<file path="config.mk">
export PLATFORM = sky130hd
export DESIGN_NAME = apj_top
export DESIGN_NICKNAME = d
export VERILOG_FILES = /design/src/rtl/apj_pkg.sv /design/src/rtl/apj_top.sv /design/src/rtl/apj_travel_limit.sv /design/src/rtl/apj_jog_timer.sv
export VERILOG_INCLUDE_DIRS = /design/src /design/src/rtl
export SDC_FILE = /design/constraint.sdc
export NUM_CORES = 2
export LEC_CHECK = 0
export BUFFER_PORTS_ARGS = -buffer_cell sky130_fd_sc_hd__buf_2
export CAP_MARGIN = 20
export CORE_MARGIN = 3
export CORE_UTILIZATION = 52
export CTS_BUF_LIST = sky130_fd_sc_hd__clkbuf_4 sky130_fd_sc_hd__clkbuf_8
export CTS_CLUSTER_DIAMETER = 200
export CTS_CLUSTER_SIZE = 30
export DETAILED_ROUTE_END_ITERATION = 6
export PLACE_DENSITY_LB_ADDON = 0.3
export SKIP_LAST_GASP = 1
export SYNTH_ARGS = -nofsm -noshare
export SYNTH_HDL_FRONTEND = slang
export SYNTH_HIERARCHICAL = 1
export SYNTH_SLANG_ARGS = --single-unit
</file>
<file path="constraint.sdc">
create_clock -name i_core_clk -period 7.2 [get_ports i_core_clk]
set_clock_uncertainty 0.1 [all_clocks]
set_input_delay 0.36 -clock i_core_clk [delete_from_list [all_inputs] [get_ports i_core_clk]]
set_output_delay 0.36 -clock i_core_clk [all_outputs]
set_load 0.1 [all_outputs]
</file>
<file path="src/rtl/apj_consts.svh">
// constants for the axis polarity, limit, sync and jog block
`ifndef APJ_CONSTS_SVH
`define APJ_CONSTS_SVH
// ------------------------------------------------------------
// register byte offsets
// ------------------------------------------------------------
`define APJ_OFF_CMD     8'h00
`define APJ_OFF_AXIS    8'h04
`define APJ_OFF_ARG0    8'h08
`define APJ_OFF_ARG1    8'h0C
`define APJ_OFF_STATUS  8'h10
`define APJ_OFF_RESP    8'h14
`define APJ_OFF_QUP     8'h18
`define APJ_OFF_QLO     8'h1C
`define APJ_OFF_FLAGCLR 8'h20
`define APJ_OFF_AXCFG   8'h24
`define APJ_OFF_JT_HI   4'h3
// ------------------------------------------------------------
// command opcodes, written into cmd[3:0]
// ------------------------------------------------------------
`define APJ_OP_POL_Q    4'h1
`define APJ_OP_POL_INV  4'h2
`define APJ_OP_POL_NORM 4'h3
`define APJ_OP_SYNC     4'h4
`define APJ_OP_SLIP_OFF 4'h5
`define APJ_OP_SLIP_ON  4'h6
`define APJ_OP_TRAVEL   4'h7
`define APJ_OP_TRAVEL_Q 4'h8
`define APJ_OP_JOG      4'h9
// ------------------------------------------------------------
// answers, limits, queue costs, timing
// ------------------------------------------------------------
`define APJ_NAX         4
`define APJ_CH_NORMAL   8'h6E
`define APJ_CH_INVERT   8'h69
`define APJ_JOG_MAX_MS  32'h00030D40
`define APJ_Q_JOG       4'h6
`define APJ_Q_SYNC      4'h2
`define APJ_Q_SLIP      4'h2
`define APJ_Q_TRAVEL    4'h3
`define APJ_Q_IMM       4'h0
`define APJ_CLK_NS      10
`define APJ_MS_NS       1000000
`define APJ_TICKS_PER_MS (`APJ_MS_NS / `APJ_CLK_NS)
`endif

</file>
<file path="src/rtl/apj_pkg.sv">
// types for the axis polarity, limit, sync and jog block
package apj_pkg;
  typedef enum logic [0:0] {
    apj_run  = 1'b0,
    apj_hold = 1'b1
  } apj_ctl_t;
  typedef enum logic [1:0] {
    apj_j_idle = 2'b00,
    apj_j_run  = 2'b01,
    apj_j_ramp = 2'b10
  } apj_jog_t;
endpackage

</file>
<file path="src/rtl/apj_top.sv">
// command execution for servo polarity, sync wait, slip guard, limits and jog
//
// Operation
// (RULE1) polarity query answers n or i
// (RULE2) invert flips output sign for active axis
// (RULE3) normal restores sign, normal after reset
// (RULE4) sync wait holds commands until input high
// (RULE5) host picks bit 0..7, set as input
// (RULE6) wire-ORed aux lines hold until all release
// (RULE7) slip guard off disables slip kill
// (RULE8) travel window stores upper then lower
// (RULE9) reaching soft limit raises limit condition
// (RULE10) limits compare the absolute position register
// (RULE11) soft and hard limits both trigger
// (RULE12) window of zero, zero disables limits
// (RULE13) window query gives upper then lower
// (RULE14) soft limit sets flag, host notified
// (RULE15) timed jog 0 to 200000 ms
// (RULE16) multi-axis jog starts together, stops separately
// (RULE17) jog time plus accel plus decel
// (RULE18) jog costs six entries plus extras
// (RULE19) slip beyond deadband kills motion when enabled
// (RULE20) slip kill off after reset
// (RULE21) per-axis state, commands hit active axis
`include "apj_consts.svh"
module apj_top import apj_pkg::*; #(
  parameter int TICKS_PER_MS = `APJ_TICKS_PER_MS
) (
  input  wire logic                    i_core_clk,
  input  wire logic                    i_rst,
  input  wire logic [7:0]              i_addr,
  input  wire logic [31:0]             i_wr_data,
  input  wire logic                    i_wr,
  input  wire logic                    i_rd,
  output logic      [31:0]             o_rd_data,
  input  wire logic [7:0]              i_gpio,
  input  wire logic [`APJ_NAX-1:0]     i_limit_sw,
  input  wire logic [`APJ_NAX*32-1:0]  i_axis_pos,
  input  wire logic [`APJ_NAX*16-1:0]  i_servo_cmd,
  input  wire logic [`APJ_NAX-1:0]     i_slip_over,
  input  wire logic [`APJ_NAX-1:0]     i_at_rest,
  output logic      [`APJ_NAX*16-1:0]  o_servo_out,
  output logic      [`APJ_NAX-1:0]     o_kill,
  output logic      [`APJ_NAX-1:0]     o_limit,
  output logic                         o_limit_note,
  output logic      [`APJ_NAX-1:0]     o_jog_run,
  output logic      [`APJ_NAX-1:0]     o_jog_busy,
  output logic                         o_sync_hold
);
  localparam int NAX = `APJ_NAX;

  // ------------------------------------------------------------
  // state
  // ------------------------------------------------------------
  apj_ctl_t           ctl;
  logic [1:0]         ax;
  logic [31:0]        arg0;
  logic [31:0]        arg1;
  logic               pend_v;
  logic [3:0]         pend_op;
  logic [NAX-1:0]     pend_mask;
  logic [2:0]         sync_bit;
  logic [NAX-1:0]     invert;
  logic [NAX-1:0]     slip_en;
  logic [NAX-1:0]     flag;
  logic [NAX-1:0]     pa_mode;
  logic [NAX-1:0]     enc_axis;
  logic [NAX-1:0]     jog_start;
  logic               ovf;
  logic               range_err;
  logic [7:0]         resp_ch;
  logic [3:0]         qcost;
  logic signed [31:0] upper [NAX];
  logic signed [31:0] lower [NAX];
  logic [31:0]        jtime [NAX];
  logic signed [31:0] q_up;
  logic signed [31:0] q_lo;
  logic [7:0]         gpio_m;
  logic [7:0]         gpio_s;
  logic [NAX-1:0]     lim_m;
  logic [NAX-1:0]     lim_s;
  logic [NAX-1:0]     lim_hit;
  // queue entries taken by each command kind
  function automatic logic [3:0] q_cost(input logic [3:0] op, input logic pa, input logic enc);
    case (op)
      `APJ_OP_JOG:      q_cost = `APJ_Q_JOG + {3'h0, pa} + {3'h0, enc}; // RULE18
      `APJ_OP_SYNC:     q_cost = `APJ_Q_SYNC;
      `APJ_OP_SLIP_OFF: q_cost = `APJ_Q_SLIP;
      `APJ_OP_SLIP_ON:  q_cost = `APJ_Q_SLIP;
      `APJ_OP_TRAVEL:   q_cost = `APJ_Q_TRAVEL;
      default:          q_cost = `APJ_Q_IMM;
    endcase
  endfunction
  // ------------------------------------------------------------
  // bus decode
  // ------------------------------------------------------------
  wire wr_cmd   = i_wr && (i_addr == `APJ_OFF_CMD);
  wire wr_axis  = i_wr && (i_addr == `APJ_OFF_AXIS);
  wire wr_arg0  = i_wr && (i_addr == `APJ_OFF_ARG0);
  wire wr_arg1  = i_wr && (i_addr == `APJ_OFF_ARG1);
  wire wr_clr   = i_wr && (i_addr == `APJ_OFF_FLAGCLR);
  wire wr_cfg   = i_wr && (i_addr == `APJ_OFF_AXCFG);
  wire wr_jt    = i_wr && (i_addr[7:4] == `APJ_OFF_JT_HI);
  wire [1:0] jt_idx = i_addr[3:2];
  // a held sync wait stops the next command
  wire exec      = pend_v && (ctl == apj_run); // RULE4
  wire take_cmd  = wr_cmd && (!pend_v || exec);
  wire [NAX-1:0] ax_hot   = NAX'(1) << ax;
  // empty mask means the active axis only
  wire [NAX-1:0] jog_sel  = (pend_mask == '0) ? ax_hot : pend_mask;
  wire [NAX-1:0] jog_bad;
  wire           is_jog   = exec && (pend_op == `APJ_OP_JOG);
  // line high means every wired aux output has let go
  wire           release_w = gpio_s[sync_bit]; // RULE6
  // read mux and status word
  wire [31:0] status_w = {12'h000, invert, o_jog_busy, slip_en, flag,
                          range_err, ovf, pend_v, ctl == apj_hold};
  wire [31:0] rd_mux =
    (i_addr == `APJ_OFF_AXIS)          ? {30'h0, ax} :
    (i_addr == `APJ_OFF_ARG0)          ? arg0 :
    (i_addr == `APJ_OFF_ARG1)          ? arg1 :
    (i_addr == `APJ_OFF_STATUS)        ? status_w :
    (i_addr == `APJ_OFF_RESP)          ? {20'h0, qcost, resp_ch} :
    (i_addr == `APJ_OFF_QUP)           ? q_up :
    (i_addr == `APJ_OFF_QLO)           ? q_lo :
    (i_addr == `APJ_OFF_AXCFG)         ? {24'h0, enc_axis, pa_mode} :
    (i_addr[7:4] == `APJ_OFF_JT_HI)    ? jtime[jt_idx] : 32'h0;
  // pin synchronisers, two flops per pin
  always_ff @(posedge i_core_clk) begin
    gpio_m <= i_gpio;
    gpio_s <= gpio_m;
    lim_m  <= i_limit_sw;
    lim_s  <= lim_m;
  end
  // read data for one cycle only
  always_ff @(posedge i_core_clk) begin
    if (i_rst) begin
      o_rd_data <= 32'h0;
    end else begin
      o_rd_data <= i_rd ? rd_mux : 32'h0;
    end
  end
  // software written registers
  always_ff @(posedge i_core_clk) begin
    if (i_rst) begin
      ax       <= 2'h0;
      arg0     <= 32'h0;
      arg1     <= 32'h0;
      pa_mode  <= '0;
      enc_axis <= '0;
      for (int i = 0; i < NAX; i++) jtime[i] <= 32'h0;
    end else begin
      if (wr_axis) ax <= i_wr_data[1:0];
      if (wr_arg0) arg0 <= i_wr_data;
      if (wr_arg1) arg1 <= i_wr_data;
      if (wr_cfg) {enc_axis, pa_mode} <= i_wr_data[2*NAX-1:0];
      if (wr_jt) jtime[jt_idx] <= i_wr_data;
    end
  end
  // one pending command, extra writes flagged
  always_ff @(posedge i_core_clk) begin
    if (i_rst) begin
      pend_v    <= 1'b0;
      pend_op   <= 4'h0;
      pend_mask <= '0;
    end else if (take_cmd) begin
      pend_v    <= 1'b1;
      pend_op   <= i_wr_data[3:0];
      pend_mask <= i_wr_data[7:4];
    end else if (exec) begin
      pend_v    <= 1'b0;
    end
  end
  // sync wait hold and release
  always_ff @(posedge i_core_clk) begin
    if (i_rst) begin
      ctl      <= apj_run;
      sync_bit <= 3'h0;
    end else if (exec && (pend_op == `APJ_OP_SYNC)) begin
      ctl      <= apj_hold; // RULE4
      sync_bit <= arg0[2:0]; // RULE5
    end else if ((ctl == apj_hold) && release_w) begin
      ctl      <= apj_run; // RULE4
    end
  end
  // per-axis settings and query answers
  always_ff @(posedge i_core_clk) begin
    if (i_rst) begin
      invert  <= '0; // RULE3
      slip_en <= '0; // RULE20
      resp_ch <= 8'h00;
      qcost   <= 4'h0;
      q_up    <= 32'sh0;
      q_lo    <= 32'sh0;
      for (int i = 0; i < NAX; i++) begin
        upper[i] <= 32'sh0;
        lower[i] <= 32'sh0;
      end
    end else if (exec) begin
      qcost <= q_cost(pend_op, pa_mode[ax], enc_axis[ax]); // RULE18
      case (pend_op)
        `APJ_OP_POL_Q:    resp_ch <= invert[ax] ? `APJ_CH_INVERT : `APJ_CH_NORMAL; // RULE1
        `APJ_OP_POL_INV:  invert[ax] <= 1'b1; // RULE2 RULE21
        `APJ_OP_POL_NORM: invert[ax] <= 1'b0; // RULE3
        `APJ_OP_SLIP_OFF: slip_en[ax] <= 1'b0; // RULE7
        `APJ_OP_SLIP_ON:  slip_en[ax] <= 1'b1;
        `APJ_OP_TRAVEL: begin
          upper[ax] <= arg0; // RULE8
          lower[ax] <= arg1; // RULE8
        end
        `APJ_OP_TRAVEL_Q: begin
          q_up <= upper[ax]; // RULE13
          q_lo <= lower[ax]; // RULE13
        end
        default: ;
      endcase
    end
  end
  // jog launch, one pulse for all chosen axes
  always_ff @(posedge i_core_clk) begin
    if (i_rst) begin
      jog_start <= '0;
    end else begin
      jog_start <= (is_jog && ((jog_sel & jog_bad) == '0)) ? jog_sel : '0; // RULE16
    end
  end
  // sticky flags, a new event beats the clear
  always_ff @(posedge i_core_clk) begin
    if (i_rst) begin
      flag      <= '0;
      ovf       <= 1'b0;
      range_err <= 1'b0;
    end else begin
      flag      <= lim_hit | (flag & ~(wr_clr ? i_wr_data[NAX-1:0] : '0)); // RULE14
      ovf       <= (wr_cmd && !take_cmd) | (ovf & !(wr_clr && i_wr_data[4]));
      range_err <= (is_jog && ((jog_sel & jog_bad) != '0)) |
                   (range_err & !(wr_clr && i_wr_data[5])); // RULE15
    end
  end
  // field side outputs
  always_ff @(posedge i_core_clk) begin
    if (i_rst) begin
      o_kill       <= '0;
      o_limit      <= '0;
      o_limit_note <= 1'b0;
      o_sync_hold  <= 1'b0;
    end else begin
      o_kill       <= slip_en & i_slip_over; // RULE19
      o_limit      <= lim_hit; // RULE9
      o_limit_note <= |flag; // RULE14
      o_sync_hold  <= (ctl == apj_hold);
    end
  end
  // ------------------------------------------------------------
  // per-axis instances
  // ------------------------------------------------------------
  for (genvar g = 0; g < NAX; g++) begin : g_axis
    wire signed [15:0] cmd_v = $signed(i_servo_cmd[g*16 +: 16]);
    assign jog_bad[g] = (jtime[g] > `APJ_JOG_MAX_MS); // RULE15
    // output sense per axis
    always_ff @(posedge i_core_clk) begin
      if (i_rst) begin
        o_servo_out[g*16 +: 16] <= 16'h0000;
      end else begin
        o_servo_out[g*16 +: 16] <= invert[g] ? 16'(-cmd_v) : cmd_v; // RULE2 RULE3
      end
    end
    apj_travel_limit #(.PW(32)) u_lim (
      .i_core_clk (i_core_clk),
      .i_rst      (i_rst),
      .i_pos      ($signed(i_axis_pos[g*32 +: 32])),
      .i_upper    (upper[g]),
      .i_lower    (lower[g]),
      .i_hard     (lim_s[g]),
      .o_hit      (lim_hit[g])
    );
    apj_jog_timer #(.TICKS_PER_MS(TICKS_PER_MS), .MS_W(18)) u_jog (
      .i_core_clk (i_core_clk),
      .i_rst      (i_rst),
      .i_start    (jog_start[g]),
      .i_ms       (jtime[g][17:0]),
      .i_at_rest  (i_at_rest[g]),
      .o_run      (o_jog_run[g]),
      .o_busy     (o_jog_busy[g])
    );
  end
endmodule // apj_top

</file>
<file path="src/rtl/apj_travel_limit.sv">
// software travel window check for one axis
`include "apj_consts.svh"
module apj_travel_limit import apj_pkg::*; #(
  parameter int PW = 32
) (
  input  wire logic                 i_core_clk,
  input  wire logic                 i_rst,
  input  wire logic signed [PW-1:0] i_pos,
  input  wire logic signed [PW-1:0] i_upper,
  input  wire logic signed [PW-1:0] i_lower,
  input  wire logic                 i_hard,
  output logic                      o_hit
);
  // ------------------------------------------------------------
  // window compare
  // ------------------------------------------------------------
  // both bounds zero switch the window off
  wire soft_en  = !((i_upper == '0) && (i_lower == '0)); // RULE12
  // absolute position register against both bounds
  wire soft_hit = soft_en && ((i_pos >= i_upper) || (i_pos <= i_lower)); // RULE9 RULE10

  // limit condition, soft or hard switch
  always_ff @(posedge i_core_clk) begin
    if (i_rst) begin
      o_hit <= 1'b0;
    end else begin
      o_hit <= soft_hit | i_hard; // RULE11
    end
  end
endmodule // apj_travel_limit

</file>
<file path="src/rtl/apj_jog_timer.sv">
// millisecond jog timer for one axis
`include "apj_consts.svh"
module apj_jog_timer import apj_pkg::*; #(
  parameter int TICKS_PER_MS = `APJ_TICKS_PER_MS,
  parameter int MS_W         = 18
) (
  input  wire logic            i_core_clk,
  input  wire logic            i_rst,
  input  wire logic            i_start,
  input  wire logic [MS_W-1:0] i_ms,
  input  wire logic            i_at_rest,
  output logic                 o_run,
  output logic                 o_busy
);
  localparam int TW = $clog2(TICKS_PER_MS + 1);
  apj_jog_t        st;
  logic [TW-1:0]   tick;
  logic [MS_W-1:0] ms_left;
  wire             tick_end = (tick == TW'(TICKS_PER_MS - 1));

  // ------------------------------------------------------------
  // run for the commanded time, then wait out the ramp down
  // ------------------------------------------------------------
  always_ff @(posedge i_core_clk) begin
    if (i_rst) begin
      st      <= apj_j_idle;
      tick    <= '0;
      ms_left <= '0;
      o_run   <= 1'b0;
      o_busy  <= 1'b0;
    end else begin
      case (st)
        apj_j_idle: begin
          if (i_start) begin
            tick    <= '0;
            ms_left <= i_ms;
            o_busy  <= 1'b1; // RULE17
            o_run   <= (i_ms != '0);
            st      <= (i_ms != '0) ? apj_j_run : apj_j_ramp;
          end
        end
        apj_j_run: begin
          tick <= tick_end ? '0 : tick + 1'b1;
          if (tick_end) begin
            ms_left <= ms_left - 1'b1;
            if (ms_left == MS_W'(1)) begin
              o_run <= 1'b0; // RULE16
              st    <= apj_j_ramp;
            end
          end
        end
        apj_j_ramp: begin
          // busy covers the ramp until the axis reports rest
          if (i_at_rest) begin
            o_busy <= 1'b0; // RULE17
            st     <= apj_j_idle;
          end
        end
        default: begin
          st <= apj_j_idle;
        end
      endcase
    end
  end
endmodule // apj_jog_timer

</file>
Word-level counts from Yosys, hierarchy flattened --
Memories as Yosys holds them, arrays and structs flattened. A register that Yosys moved wholly into a read port is not among the register bits. Index checks and enable logic that the tools add are counted.
Word-level totals: output and inout port bits 114, bits in writable memories 384, bits of input ports 256, register bits after elaboration 407, memories 3, logic and storage cells 391
Memory list:
- jtime | depth 4, width 32, rd ports 5, clocked after memory_dff 0, write ports 4, RTL line apj_top.sv:75 | logic [31:0] jtime [NAX];
- lower | depth 4, width 32, rd ports 5, clocked after memory_dff 1, write ports 4, RTL line apj_top.sv:74 | logic signed [31:0] lower [NAX];
- upper | depth 4, width 32, rd ports 5, clocked after memory_dff 1, write ports 4, RTL line apj_top.sv:73 | logic signed [31:0] upper [NAX];
Cells by class: $lt $le $gt $ge 15, shifts and indexed selects 1, reductions and logical operators 103, multiplexer cells 127, add/sub/neg operators 14, equal/unequal tests 51, bitwise gates (word level) 21
Operators by type and width (number):
- $mux 32 | 11
- $logic_not 32->1 | 8
- $mux 18 | 8
- $pmux 18 s2 | 4
- $mux 17 | 8
- $pmux 17 s2 | 4
- $ge 32x32->1 | 4
- $gt 32x18->1 const B | 4
- $le 32x32->1 | 4
- $reduce_or 32->1 | 3
- $eq 18x1->1 const B | 4
- $reduce_bool 18->1 | 4
- $sub 18x1->18 const B | 4
- $add 17x1->17 const B | 4
- $eq 17x17->1 const B | 4
- $mux 16 | 4
- $neg 16->16 | 4
- $mux 2 | 24
- $mux 1 | 41
- $eq 8x5->1 const B | 4
- $reduce_and 4->1 | 8
- $logic_and 1x1->1 | 26
- $pmux 2 s3 | 4
- $reduce_and 3->1 | 8
- other kinds (42) | 131

Longest topological paths before layout --
depth after elaboration 10, depth in mapped cells 9

By module --
Netlist, hierarchy kept.
By module, submodules not included:
- apj_top | cells each 2501, area each 28521.1 sq um, instances 1
- apj_jog_timer | cells each 296, area each 2301.0 sq um, instances 4
- apj_travel_limit | cells each 251, area each 1851.8 sq um, instances 4

Least setup slack after synthesis --
OpenSTA, ideal clock, no wires.
kind register to register, start reg ax[0], end mem lower[1][0], enable pin, stages on the path, launching flop included 6, arrival time 5.822 ns, setup slack 0.703 ns, setup time 0.574 ns, cell sequence dfxtp_1 clkbuf_1 buf_2 nand2b_1 clkbuf_1 o21ai_0
RTL lines:
- from (decl) | RTL line apj_top.sv:56 | logic [1:0] ax;
- from (signal assigned) | RTL line apj_top.sv:153 | if (wr_axis) ax <= i_wr_data[1:0];
- to (decl) | RTL line apj_top.sv:74

==> metrics.csv <==
metric;value;unit
outcome;finished with violations;
violations;design-rule violations;
first_global_vias;36290;
route.detailed.drc;1;
max-vdd-ir-drop;0.1191;mV
vias_per_cell;6.222;
min_period_over_period;46.26;%
r2r_slack;3.87;ns
hold_class;input pin to register;
rows;107;
worst-path-max-fanout;3;
cts_made_buffers;34;
synth_edf_count;384;
fin_tns_setup;0;ns
synth-warning-count;6;
drive_above_1_share;15.70;%
num_vias;38850;
tightest_slew;1.283;ns
r2r-end;g_axis[1].u_lim/o_hit$_SDFF_PP0_;
clock_path_buffers;3;
avgSynthCellArea;9.625;um2
grt-ovfl-total;0;
cts_sinks;850;
routed_wl;158.0;mm
avgRoutedWirePerCell;25.31;um
finalInstanceArea;50160;um2
ctsResizeCount;0;
fmax;0.3002;GHz
drtIter0Drc;5313;
maxSlewViolCount;0;
crit_family;compound AO/OA/AOI/OAI gates;
cp_cell_sequence;inv_1 > ha_1 > a21oi_1 > nand2_1 > a221o_1 > o31ai_1 > o211ai_1 > xnor2_1 > a211oi_2;
grt_pass1_wl;231.0;mm
synth_area;45130;um2
coreArea;85550;um2
setup_violations;0;
hold_viol;0;
timing.rr.start;lower[1][14]$_SDFFCE_PN0P_;
worstSetupPathType;register to register;
firstDrtPassIters;7;
cp-start-kind;register;
crit_buf_inv;1;
synth-seq-area-share;46.22;%
start_util;52.76;%
timing.hold.ws;0.07938;ns
h-tree-depth;2;
grt_antenna_before_repair;12;
grt_usage;34.00;%
nNetsFinal;5598;
synth_async_sr_flop_share;0;%
clk_latency;0.72;ns
grt_max_degree;98;
cts_tree;done;
relSlewSlack;13.68;%
synth_fp_nets;5218;
power_density;167.8;nW/um2
crit_path_end_kind;register;
design_power_total;8.419;mW
dp_hpwl;119.2;mm
fin_crit;3.331;ns
ios;370;
ys.flop_type;dfxtp_1;
synth_cells;4689;
die-area;90360;um2
dieHeight;300.6;um
area_growth;11.15;%
p_leak;19.41;nW
clockRootBuffer;clkbuf_8;
min_path_cells;4;
cts.clk_slew.worst_paths;0.21;ns
hold_end;g_axis[0].u_lim/o_hit$_SDFF_PP0_;
drv_cap;0;
place_ws;3.342;ns
crit_arrival;3.79;ns
yosys_register_bits;850;
rr_worst_depth;9;
gp_congestion;1.020;
slowest_stage;o31ai_1;
io_buffers;369;
setup_slack;3.869;ns
placed_cell_area;47940;um2
die_w;300.6;um
grt_setup_unrepaired;no;
cpPeakStageDelay;0.65;ns
synth_cell_types;94;
min-delay-start;i_axis_pos[31];
cp.required;7.66;ns
drtAntennaViolNets;0;
layer usage:
layer,GRT usage [%],routed length [um],up-vias
met5,0,57,-
met4,18.11,9946,8
met3,7.952,18930,423
met2,51.86,69090,2322
met1,45.07,59990,18540
li1,-,-,17550
cell families after synthesis:
group | synth area share (%)
AOI/OAI and AO/OA | 13.00
xor gates and xnor gates | 1.863
adders and majority gates | 7.568
and+or+nand+nor | 20.35
DFF | 46.22
muxes | 5.625
buffers and inverters | 5.370
placed cells by master (no fill, tap or decap), drive strengths merged, types with 38 or more instances in the layout:
cell type	n
nand2	628
dfxtp	466
buf	420
nor2	409
a21oi	389
edfxtp	384
inv	384
ha	273
o21ai	167
dlygate4sd3	146
and2	123
nor4	119
mux4	102
nand3	97
nand4	78
nor3	77
xor2	69
and3	64
a22oi	59
a21o	57
clkbuf	56
a31oi	50
nand2b	38
worst max-delay path by stage:
| stage | cells after the start | endpoint | slack, ns | startpoint |
|---|---|---|---|---|
| floorplan | 5 | lower[1][0]$_SDFFCE_PN0P_ | 0.70 | ax[0]$_SDFFE_PP0P_ |
| global placement | 7 | arg1[12]$_SDFFE_PP0P_ | 3.39 | i_addr[3] |
| detailed placement | 7 | arg1[19]$_SDFFE_PP0P_ | 3.34 | i_addr[3] |
| CTS | 8 | arg1[23]$_SDFFE_PP0P_ | 3.77 | i_addr[5] |
| global route | 5 | lower[1][31]$_SDFFCE_PN0P_ | 3.85 | ax[1]$_SDFFE_PP0P_ |
| finish | 9 | g_axis[1].u_lim/o_hit$_SDFF_PP0_ | 3.87 | lower[1][14]$_SDFFCE_PN0P_ |
registers in the layout, indices dropped and copies added (netlist names), 64 cells and up, named ones only:
signal and flops:
jtime 128, upper 128, g_axis.u_jog/tick 68, o_servo_out 64, g_axis.u_jog/ms_left 72, lower 128
per-stage QoR:
stage	util, %	std cells
finish	58.64	6243
global route	58.63	6239
CTS	58.52	6230
detailed placement	56.03	6027
global placement	56.00	6026
floorplan	-	4689
cells in the mapped netlist (9+ instances only):
library cell	instances	area share (%)
edfxtp_1	384	26
clkbuf_1	138	1.1
and4_1	16	0.31
or4_4	13	0.32
o211ai_1	24	0.40
a31oi_1	50	0.69
xnor2_1	27	0.52
o22ai_1	9	0.12
mux2i_1	23	0.51
inv_1	327	2.7
a311oi_1	17	0.33
nand4_1	70	0.97
o21ai_0	151	1.7
xor2_1	69	1.3
a221oi_1	9	0.17
a21oi_1	389	4.3
a22oi_1	59	0.98
nor2_1	404	3.4
and4_2	12	0.27
and2_1	122	1.7
a32o_1	10	0.22
o31ai_1	16	0.27
inv_2	57	0.47
or4_1	13	0.22
nor3_2	15	0.33
nor3_1	58	0.64
nor2b_1	37	0.51
o21ai_1	16	0.18
nand3_1	97	1.1
nand4b_1	12	0.23
a221o_1	12	0.27
a21o_1	57	0.95
mux4_2	102	5.1
and3_2	12	0.20
buf_2	71	0.79
dfxtp_1	466	21
nand2_1	620	5.2
a22o_1	9	0.17
nor4_1	105	1.5
o41ai_1	11	0.21
a211oi_1	21	0.35
and3_1	52	0.72
nand2b_1	34	0.47
ha_1	273	7.6
o21a_1	13	0.22
tightest hold or removal path, cell delays in order:
cell	delay, ns
buf_2	0.12
ha_1	0.20
xnor2_1	0.14
a211oi_2	0.06
timing repair:
| item | 4_1_cts | 5_1_grt |
|---|---|---|
| endpoints found under the hold margin | 256 | 0 |
| buffers inserted | 0 | 0 |
| hold buffers | 146 | 0 |
layout make-up:
class | instances | area (um2)
multi-input combinational | 3232 | 21960
clock buffer | 55 | 631.9
timing repair buffer | 567 | 3776
inverter | 384 | 1441
tap | 1144 | 1431
clock inverter | 2 | 37.54
antenna | 9 | 22.52
sequential | 850 | 20870
fill | 7372 | 35380
power by group:
group / switching (mW) / internal [mW]
clock: 1.48 / 0.573
combinational: 0.679 / 0.361
sequential: 0.160 / 5.16
Note: power is estimated with default switching activity, not from simulation.
